===== config.mk =====
export PLATFORM = sky130hd
export DESIGN_NAME = lvd_ctrl
export DESIGN_NICKNAME = d
export VERILOG_FILES = /design/src/inc/lvd_pkg.sv /design/src/hdl/lvd_sync.sv /design/src/hdl/lvd_protect.sv /design/src/hdl/lvd_ctrl.sv
export SDC_FILE = /design/constraint.sdc
export NUM_CORES = 1
export LEC_CHECK = 0
export ABC_AREA = 1
export BUFFER_PORTS_ARGS = -buffer_cell sky130_fd_sc_hd__buf_2
export CORE_AREA = 4 4 78 95
export DETAILED_ROUTE_END_ITERATION = 8
export DIE_AREA = 0 0 82 99
export PLACE_DENSITY = 0.74
export REMOVE_ABC_BUFFERS = 1
export SYNTH_ARGS = -nofsm -noshare
export SYNTH_HDL_FRONTEND = slang
export SYNTH_SLANG_ARGS = --single-unit

===== constraint.sdc =====
create_clock -name hclk -period 1 [get_ports hclk]
set_input_delay 0.1 -clock hclk [delete_from_list [all_inputs] [get_ports hclk]]
set_output_delay 0.1 -clock hclk [all_outputs]
set_load 0.1 [all_outputs]

===== src/inc/lvd_pkg.sv =====
// Purpose: Shared constants and types of the low-voltage detector control block
// Assumes: 32-bit AHB-Lite register bus, byte addresses as printed
// Notes:   Register widths are 8 bits, placed in the low byte of each word
package lvd_pkg;

   // ----------------------------------------------------------------
   // Register map (byte addresses)
   // ----------------------------------------------------------------
   localparam logic [31:0] ADDR_CONTROL      = 32'h0fff_f890;
   localparam logic [31:0] ADDR_LEVEL_SELECT = 32'h0fff_f894;
   localparam logic [31:0] ADDR_PROTECT_CMD  = 32'h0fff_f898;
   localparam logic [31:0] ADDR_RESET_SOURCE = 32'h0fff_f89c;

   // ----------------------------------------------------------------
   // Field positions and values
   // ----------------------------------------------------------------
   localparam int          BIT_ENABLE        = 7;
   localparam int          BIT_ACTION        = 1;
   localparam int          BIT_FLAG          = 0;
   localparam int          BIT_DET_RESET_SRC = 0;
   localparam int          LEVEL_WIDTH       = 3;
   localparam logic [2:0]  LEVEL_PROHIBITED  = 3'h7;
   localparam logic [7:0]  PROTECT_KEY       = 8'ha5;
   localparam logic [7:0]  RESET_CONTROL     = 8'h00;
   localparam logic [7:0]  RESET_LEVEL       = 8'h00;
   localparam int          SYNC_STAGES       = 2;

   // ----------------------------------------------------------------
   // AHB-Lite encodings
   // ----------------------------------------------------------------
   localparam logic [1:0]  HTRANS_NONSEQ     = 2'h2;
   localparam logic        HRESP_OKAY        = 1'b0;

   typedef struct packed {
      logic        valid;
      logic        write;
      logic [31:0] addr;
      logic [2:0]  size;
   } lvd_addr_phase_t;

   typedef struct packed {
      logic        enable;
      logic        action;
   } lvd_control_t;

   typedef enum logic [1:0] {
      LVD_PROT_CLOSED = 2'b01,
      LVD_PROT_OPEN   = 2'b10
   } lvd_prot_state_t;

endpackage : lvd_pkg


===== src/hdl/lvd_sync.sv =====
// Purpose: Multi-stage synchroniser for an asynchronous level
// Assumes: Input changes slowly relative to hclk
// Notes:   Only the last stage is visible outside
`timescale 1ns/10ps
`default_nettype none
module lvd_sync #(
   parameter int STAGES = 2
) (
   input  wire logic hclk,
   input  wire logic hresetn,
   input  wire logic async_in,
   output var  logic sync_out
);

   logic [STAGES-1:0] chain;

   always_ff @(posedge hclk or negedge hresetn) begin
      if (!hresetn) begin
         chain <= '0;
      end else begin
         chain <= {chain[STAGES-2:0], async_in};
      end
   end

   assign sync_out = chain[STAGES-1];

endmodule : lvd_sync
`default_nettype wire


===== src/hdl/lvd_protect.sv =====
// Purpose: Special-write sequencer guarding the control register
// Assumes: One bus write completes per data phase
// Notes:   Key write opens exactly one following write
`timescale 1ns/10ps
`default_nettype none
module lvd_protect (
   input  wire logic hclk,
   input  wire logic hresetn,
   input  wire logic key_write,
   input  wire logic any_write,
   output var  logic open_now
);

   lvd_pkg::lvd_prot_state_t state;

   // Any other write after the key closes the window again
   always_ff @(posedge hclk or negedge hresetn) begin
      if (!hresetn) begin
         state <= lvd_pkg::LVD_PROT_CLOSED;
      end else begin
         case (state)
            lvd_pkg::LVD_PROT_CLOSED: begin
               if (key_write) begin
                  state <= lvd_pkg::LVD_PROT_OPEN;
               end
            end
            lvd_pkg::LVD_PROT_OPEN: begin
               if (any_write && !key_write) begin
                  state <= lvd_pkg::LVD_PROT_CLOSED;
               end
            end
            default: begin
               state <= lvd_pkg::LVD_PROT_CLOSED;
            end
         endcase
      end
   end

   assign open_now = (state == lvd_pkg::LVD_PROT_OPEN);

endmodule : lvd_protect
`default_nettype wire


===== src/hdl/lvd_ctrl.sv =====
// Purpose: Control logic of a low-voltage detector behind an AHB-Lite slave
// Assumes: hresetn is every reset except the detector's own
// Notes:   Summary of operation follows
`timescale 1ns/10ps
`default_nettype none
module lvd_ctrl #(
   parameter int SYNC_STAGES = lvd_pkg::SYNC_STAGES
) (
   input  wire logic        hclk,
   input  wire logic        hresetn,
   input  wire logic        hsel,
   input  wire logic [31:0] haddr,
   input  wire logic [1:0]  htrans,
   input  wire logic        hwrite,
   input  wire logic [2:0]  hsize,
   input  wire logic [31:0] hwdata,
   input  wire logic        hready,
   output var  logic        hreadyout,
   output var  logic        hresp,
   output var  logic [31:0] hrdata,
   input  wire logic        supply_below,
   output var  logic [2:0]  detect_level_select,
   output var  logic        low_supply_irq,
   output var  logic        low_supply_reset
);

   // ----------------------------------------------------------------
   // Decode helpers
   // ----------------------------------------------------------------
   // Low byte lane is touched only when the access starts at offset 0
   function automatic logic lane0_hit(input logic [31:0] addr);
      lane0_hit = (addr[1:0] == 2'b00);
   endfunction : lane0_hit

   function automatic logic is_reg(input logic [31:0] addr, input logic [31:0] base);
      is_reg = ({addr[31:2], 2'b00} == base);
   endfunction : is_reg

   // ----------------------------------------------------------------
   // State
   // ----------------------------------------------------------------
   lvd_pkg::lvd_addr_phase_t ap;
   lvd_pkg::lvd_control_t    control;
   logic [2:0]               level_code;
   logic                     below_sync;
   logic                     below_level_flag;
   logic                     detector_reset_source_flag;
   logic                     prot_open;
   logic                     data_write;
   logic                     lane0_write;
   logic                     key_write;
   logic                     locked;
   logic                     ctrl_write_ok;
   logic                     level_write_ok;
   logic [7:0]               wbyte;
   logic [31:0]              next_rdata;

   // ----------------------------------------------------------------
   // Comparator synchroniser
   // ----------------------------------------------------------------
   lvd_sync #(
      .STAGES   (SYNC_STAGES)
   ) u_sync (
      .hclk     (hclk),
      .hresetn  (hresetn),
      .async_in (supply_below),
      .sync_out (below_sync)
   );

   // ----------------------------------------------------------------
   // AHB-Lite address phase capture
   // ----------------------------------------------------------------
   always_ff @(posedge hclk or negedge hresetn) begin
      if (!hresetn) begin
         ap <= '0;
      end else if (hready) begin
         ap.valid <= hsel && (htrans == lvd_pkg::HTRANS_NONSEQ || htrans == 2'h3);
         ap.write <= hwrite;
         ap.addr  <= haddr;
         ap.size  <= hsize;
      end
   end

   // Zero-wait slave; always OKAY
   always_ff @(posedge hclk or negedge hresetn) begin
      if (!hresetn) begin
         hreadyout <= 1'b0;
         hresp     <= lvd_pkg::HRESP_OKAY;
      end else begin
         hreadyout <= 1'b1;
         hresp     <= lvd_pkg::HRESP_OKAY;
      end
   end

   assign data_write  = ap.valid && ap.write;
   assign lane0_write = data_write && lane0_hit(ap.addr);
   assign wbyte       = hwdata[7:0];
   assign key_write   = lane0_write && is_reg(ap.addr, lvd_pkg::ADDR_PROTECT_CMD)
                        && (wbyte == lvd_pkg::PROTECT_KEY);

   // ----------------------------------------------------------------
   // Protected write sequence
   // ----------------------------------------------------------------
   lvd_protect u_protect (
      .hclk      (hclk),
      .hresetn   (hresetn),
      .key_write (key_write),
      .any_write (data_write),
      .open_now  (prot_open)
   );

   assign locked = control.enable && control.action;

   // Ordinary writes fall through silently
   assign ctrl_write_ok  = lane0_write && is_reg(ap.addr, lvd_pkg::ADDR_CONTROL)
                           && prot_open && !locked;
   assign level_write_ok = lane0_write && is_reg(ap.addr, lvd_pkg::ADDR_LEVEL_SELECT)
                           && !locked
                           && (wbyte[2:0] != lvd_pkg::LEVEL_PROHIBITED);

   // ----------------------------------------------------------------
   // Control register
   // ----------------------------------------------------------------
   // Only hresetn clears it, so the detector's own reset leaves it intact
   always_ff @(posedge hclk or negedge hresetn) begin
      if (!hresetn) begin
         control <= '0;
      end else if (ctrl_write_ok) begin
         control.enable <= wbyte[lvd_pkg::BIT_ENABLE];
         control.action <= wbyte[lvd_pkg::BIT_ACTION];
      end
   end

   // ----------------------------------------------------------------
   // Level select register
   // ----------------------------------------------------------------
   always_ff @(posedge hclk or negedge hresetn) begin
      if (!hresetn) begin
         level_code <= lvd_pkg::RESET_LEVEL[2:0];
      end else if (level_write_ok) begin
         level_code <= wbyte[2:0];
      end
   end

   // ----------------------------------------------------------------
   // Flag and actions
   // ----------------------------------------------------------------
   always_ff @(posedge hclk or negedge hresetn) begin
      if (!hresetn) begin
         below_level_flag <= 1'b0;
      end else begin
         below_level_flag <= below_sync && control.enable;
      end
   end

   always_ff @(posedge hclk or negedge hresetn) begin
      if (!hresetn) begin
         low_supply_irq   <= 1'b0;
         low_supply_reset <= 1'b0;
      end else begin
         // Clearing enable stops interrupts; reset mode cannot be cleared
         low_supply_irq   <= below_sync && control.enable && !control.action;
         low_supply_reset <= below_sync && control.enable && control.action;
      end
   end

   always_ff @(posedge hclk or negedge hresetn) begin
      if (!hresetn) begin
         detect_level_select <= lvd_pkg::RESET_LEVEL[2:0];
      end else begin
         detect_level_select <= level_code;
      end
   end

   // ----------------------------------------------------------------
   // Reset source flag
   // ----------------------------------------------------------------
   // Set beats a simultaneous software clear
   always_ff @(posedge hclk or negedge hresetn) begin
      if (!hresetn) begin
         detector_reset_source_flag <= 1'b0;
      end else if (low_supply_reset) begin
         detector_reset_source_flag <= 1'b1;
      end else if (lane0_write && is_reg(ap.addr, lvd_pkg::ADDR_RESET_SOURCE)
                   && wbyte[lvd_pkg::BIT_DET_RESET_SRC]) begin
         detector_reset_source_flag <= 1'b0;
      end
   end

   // ----------------------------------------------------------------
   // Read data
   // ----------------------------------------------------------------
   always_comb begin
      next_rdata = '0;
      if (is_reg(haddr, lvd_pkg::ADDR_CONTROL)) begin
         // Bits 6..2 always read zero; flag bit has no write path
         next_rdata[lvd_pkg::BIT_ENABLE] = control.enable;
         next_rdata[lvd_pkg::BIT_ACTION] = control.action;
         next_rdata[lvd_pkg::BIT_FLAG]   = below_level_flag;
      end else if (is_reg(haddr, lvd_pkg::ADDR_LEVEL_SELECT)) begin
         next_rdata[2:0] = level_code;
      end else if (is_reg(haddr, lvd_pkg::ADDR_PROTECT_CMD)) begin
         next_rdata[0] = prot_open;
      end else if (is_reg(haddr, lvd_pkg::ADDR_RESET_SOURCE)) begin
         next_rdata[lvd_pkg::BIT_DET_RESET_SRC] = detector_reset_source_flag;
      end
   end

   always_ff @(posedge hclk or negedge hresetn) begin
      if (!hresetn) begin
         hrdata <= '0;
      end else if (hready && hsel && htrans[1] && !hwrite) begin
         hrdata <= next_rdata;
      end
   end

endmodule : lvd_ctrl
`default_nettype wire


* After elaboration in Yosys (flattened, before gate mapping)
Cells that the tools add are included. Widths: inputs -> output; s select.
Cells by class: add/subtract/negate cells 0, multipliers 0, div/mod/pow operators 0, magnitude comparators 0, equal/unequal tests 16, shift-type cells 0, mux-type cells 12, bitwise gates (word level) 0, reductions and logical operators 29
Operators with widths (number):
- $eq 30x26->1 const B | 8
- $logic_and 1x1->1 | 21
- $eq 8x8->1 const B | 1
- $mux 2 | 4
- $mux 1 | 7
- $eq 2x2->1 const B | 3
- $logic_not 1->1 | 4
- $ne 2x1->1 const B | 2
- $pmux 2 s2 | 1
- $ne 3x3->1 const B | 1
- $eq 2x1->1 const B | 1
- $logic_not 2->1 | 1
- $reduce_and 2->1 | 1
- $reduce_bool 2->1 | 1
- $logic_or 1x1->1 | 1
Storage, ports and cells: register bits after elaboration 55, bits in latches 0, memory bits (writable) 0, memory bits (read-only) 0, output and inout bits 39, logic and storage cells 72, memories kept 0

* Logic depth before layout (Yosys ltp)
word-level depth 8, depth in mapped cells 9, gate-level depth less buffers 9

* Hierarchy
From an unflattened synthesis, not the netlist that was laid out.
Second synthesis, totals: cells, all modules 307, area total of the unflattened synthesis 2778.9 µm²
Modules (own cells, without submodules):
- lvd_ctrl | times used 1, cells each 288, area an instance 2617.5 µm², seq. area each 1276.2 µm²
- lvd_protect | times used 1, cells each 17, area an instance 111.4 µm², seq. area each 51.3 µm²
- lvd_sync | times used 1, cells each 2, area an instance 50.0 µm², seq. area each 50.0 µm²

* Least setup slack after synthesis
OpenSTA, ideal clock, no wires.
path kind register to register, from reg, netlist name hrdata[2], to reg hrdata[2], setup time 0.076 ns, data arrival time 1.088 ns, required time 0.924 ns, slack -0.164 ns, cell stages (with the launch flop) 3, cell sequence dfrtp_1 nand2_1 o21ai_1
RTL lines:
- end signal: assignment | RTL line lvd_ctrl.sv:213 | hrdata <= next_rdata;
- end: declaration | RTL line lvd_ctrl.sv:20 | output var logic [31:0] hrdata,

* Worst setup path in the final report
from reg ap[8] in the netlist's numbering, to reg level_code[2]
Between the ends: longest elaborated chain between the ends 4
Ends and longest elaborated chain:
- start: declaration | RTL line lvd_ctrl.sv:42 | lvd_pkg::lvd_addr_phase_t ap;
- $eq 30x26->1 | RTL line lvd_ctrl.sv:36 | is_reg = ({addr[31:2], 2'b00} == base);
- $logic_and 1x1->1 | RTL line lvd_ctrl.sv:117 | assign level_write_ok = lane0_write && is_reg(ap.addr, lvd_pkg::ADDR_LEVEL_SELECT)
- $logic_and 1x1->1 | RTL line lvd_ctrl.sv:118 | && !locked
- $logic_and 1x1->1 | RTL line lvd_ctrl.sv:119 | && (wbyte[2:0] != lvd_pkg::LEVEL_PROHIBITED);
- end signal: assignment | RTL line lvd_ctrl.sv:139 | level_code <= lvd_pkg::RESET_LEVEL[2:0];
- end signal: assignment | RTL line lvd_ctrl.sv:141 | level_code <= wbyte[2:0];
- end: declaration | RTL line lvd_ctrl.sv:44 | logic [2:0] level_code;
Every way passes these cells. A chain may end at the register's enable or synchronous reset.

==> metrics.md <==
| Metric | Value |
|---|---|
| #FFs+latches synth | 55 |
| Initial antenna violation count | 0 |
| Failing checks | setup timing |
| Die H | 99 µm |
| Crit-path cells | inv_2 -> nand2_2 -> nor2_4 -> nand3_2 -> nor2_4 -> nand3_4 -> nand2_2 -> o21ai_2 |
| Worst EP arrival | 1440 ps |
| Crit Path Category | flip-flop to flip-flop |
| Worst path slowest cell | dfrtp_1 |
| Fmax | 0.8128 GHz |
| Hold Path Class | primary input to flip-flop |
| PwrDens | 1481 nW/µm² |
| Leakage | 0.001727 µW |
| Final worst slack | -230.3 ps |
| Die width | 82 µm |
| WL per Instance | 12.14 µm |
| Area Growth Syn to Fin | 29.18% |
| Core Region | 6406 µm² |
| Pin count of the biggest net entering global routing | 44 |
| Fin crit period | 1230 ps |
| Post-synth top area share | 49.79% |
| Final HPWL DP | 4480 µm |
| Antenna viol nets, final | 0 |
| CTS tree | done |
| Hold Violations, Final | 0 |
| Synth top area cells | dfrtp_1 (50%), mux2_2 (10%), buf_4 (8.3%) |
| Port Buffers | 56 |
| Starting density of the core | 42.36% |
| Num CTS Buffers | 5 |
| Most frequent cell after synthesis | nand2_1 |
| ANT cells | 0 |
| GRT Total Usage | 14.21% |
| Peak VDD IR | 0.9340 mV |
| Via density per instance | 4.537 |
| Skew final | 10.53 ps |
| Most used flip-flop cell after synthesis | dfrtp_1 |
| CTS sink count | 55 |
| Global-route wire length before repair | 8887 µm |
| EDFF count, synth | 0 |
| Seq/Total Area, Yosys | 50.76% |
| Routability congestion estimate | 0.7972 |
| CP max FO | 6 |
| Residual DRC | 0 |
| # rows | 32 |
| I/O pins | 114 |
| Total count of max-transition violations in the final report | 0 |
| Cell Area, Placed | 3292 µm² |
| Vias in the first global route | 1986 |
| Clk buf depth | 2 |
| Post-synth top cells | nand2_1 (57), dfrtp_1 (54), nor2_1 (36) |
| Required time of the critical path | 1210 ps |
| Worst stage delay on the critical path | 390 ps |
| Critical path's top delay family | simple AND/OR/NAND/NOR gates |
| DR vias | 2078 |
| Skew-Pair Late Insertion Delay | 310 ps |
| Drt initial violations | 73 |
| Global route overflow | 0 |
| Final WL | 5562 µm |
| CP bufs+invs | 1 |
| Post-route design area | 3506 µm² |
| CTS H-tree lvls | 2 |
| Share of cells above drive strength 1 | 37.27% |
| Synth async-reset ratio | 100.0% |
| Final setup viols | 12 |
| Yosys warning count | 0 |
| Die area | 8118 µm² |
| Status | finished, violations left |
| Post-Syn Instances | 292 |
| Worst slack at placement | -224.7 ps |
| Pre-antenna DRT Iters | 4 |
| Reg clk slew, reported paths | 100 ps |
| Startpoint Class | flip-flop |
| Maxcap violations | 0 |
| Yosys cell types | 25 |
| Yosys top cell by area | dfrtp_1 |
| Avg Inst Size Synth | 9.294 µm² |
| Synth Cell Area | 2714 µm² |
| RSZ-0062 raised after global routing | yes |
| CTS root buffer | clkbuf_8 |
| Final period utilization | 123.0% |
| Layout net count | 447 |
| Worst Setup End Kind | flip-flop |
power by group:
group | leakage (µW) | switching, µW | internal, µW
Clock | 0.0000654 | 688 | 1000
Combinational | 0.000999 | 774 | 285
Sequential | 0.000663 | 78.5 | 2370
Total | 0.00173 | 1540 | 3650
worst min-delay path, cell delays in order:
cell and delay (ps):
buf_2 90, nand2_1 40, o21ai_0 60
registers in the layout (all words and copies together) (netlist names):
| signal | flops |
|---|---|
| low_supply_reset | 1 |
| level_code | 3 |
| control | 2 |
| hrdata | 4 |
| hreadyout | 1 |
| u_sync.chain | 2 |
| ap | 34 |
| detector_reset_source_flag | 1 |
| detect_level_select | 3 |
| below_level_flag | 1 |
| low_supply_irq | 1 |
| u_protect.state | 2 |
final timing paths:
kind | to | slack, ps | depth (start not counted) | from
min reg2reg | u_sync.chain[1]$_DFF_PN0_ | 350 | 0 | u_sync.chain[0]$_DFF_PN0_
min in group asynchronous | ap[3]$_DFFE_PN0P_ | 250 | 2 | hresetn
max | level_code[2]$_DFFE_PN0P_ | -230 | 8 | ap[8]$_DFFE_PN0P_
max reg2reg | level_code[2]$_DFFE_PN0P_ | -230 | 8 | ap[8]$_DFFE_PN0P_
max in group asynchronous | ap[16]$_DFFE_PN0P_ | 300 | 3 | hresetn
min | ap[8]$_DFFE_PN0P_ | 10 | 3 | haddr[5]
repair_timing:
action | CTS | global route
endpoints found under the hold margin | 13 | 0
pin swaps | 0 | 6
setup buffers | 1 | 1
gates resized for setup | 1 | 15
hold buffers | 2 | 0
cloned | 0 | 0
setup endpoints to repair | 17 | 19
layer usage:
| metal | part of all wire (%) | GRT usage (%) | up-vias |
|---|---|---|---|
| li1 | - | - | 1021 |
| met1 | 39 | 17.59 | 973 |
| met2 | 51 | 23.52 | 69 |
| met3 | 7.0 | 3.016 | 15 |
| met4 | 2.9 | 6.138 | 0 |
| met5 | 0 | 0 | - |
through the flow:
step / power, µW / instances / hold slack (ps) / util [%] / TNS [ps]
final: 5192 / 458 / 11.72 / 54.73 / -1595
after global routing: 5433 / 458 / 14.20 / 54.73 / -2759
after CTS: 5245 / 457 / 3.739 / 53.93 / -1762
after detailed placement: 3527 / 446 / 52.38 / 51.39 / -1769
after global placement: 3501 / 446 / 53.30 / 51.39 / -1223
after floorplan: 3198 / 286 / -195.6 / - / -1239
cell usage in the layout (no fill, tap or decap), drive strengths merged, types with 4 or more instances in the layout:
cell     n
conb    30
mux2    24
nand2   58
o21ai   17
buf     77
inv     27
nand3   18
nand4    4
dfrtp   54
clkbuf   6
nor2    45
a21oi    4
cell families (layout without fill, tap and decap cells):
| group | after synthesis | count (layout) | synth area share (%) |
|---|---|---|---|
| muxes | 24 | 24 | 9.959 |
| and+or+nand+nor | 129 | 129 | 22.41 |
| buffers and inverters | 61 | 114 | 12.72 |
| AOI/OAI and AO/OA | 21 | 21 | 3.873 |
| DFF | 55 | 55 | 50.76 |
| other | 2 | 30 | 0.2767 |
cell type report:
class,count,area [µm²]
Tap cell,85,106.4
Fill cell,607,2900
Timing Repair Buffer,79,645.6
Clock inverter,2,60.06
Sequential cell,55,1378
Clock buffer,6,72.57
Inverter,27,101.3
Multi-Input combinational cell,204,1142
Power figures use the tool's default switching activity.
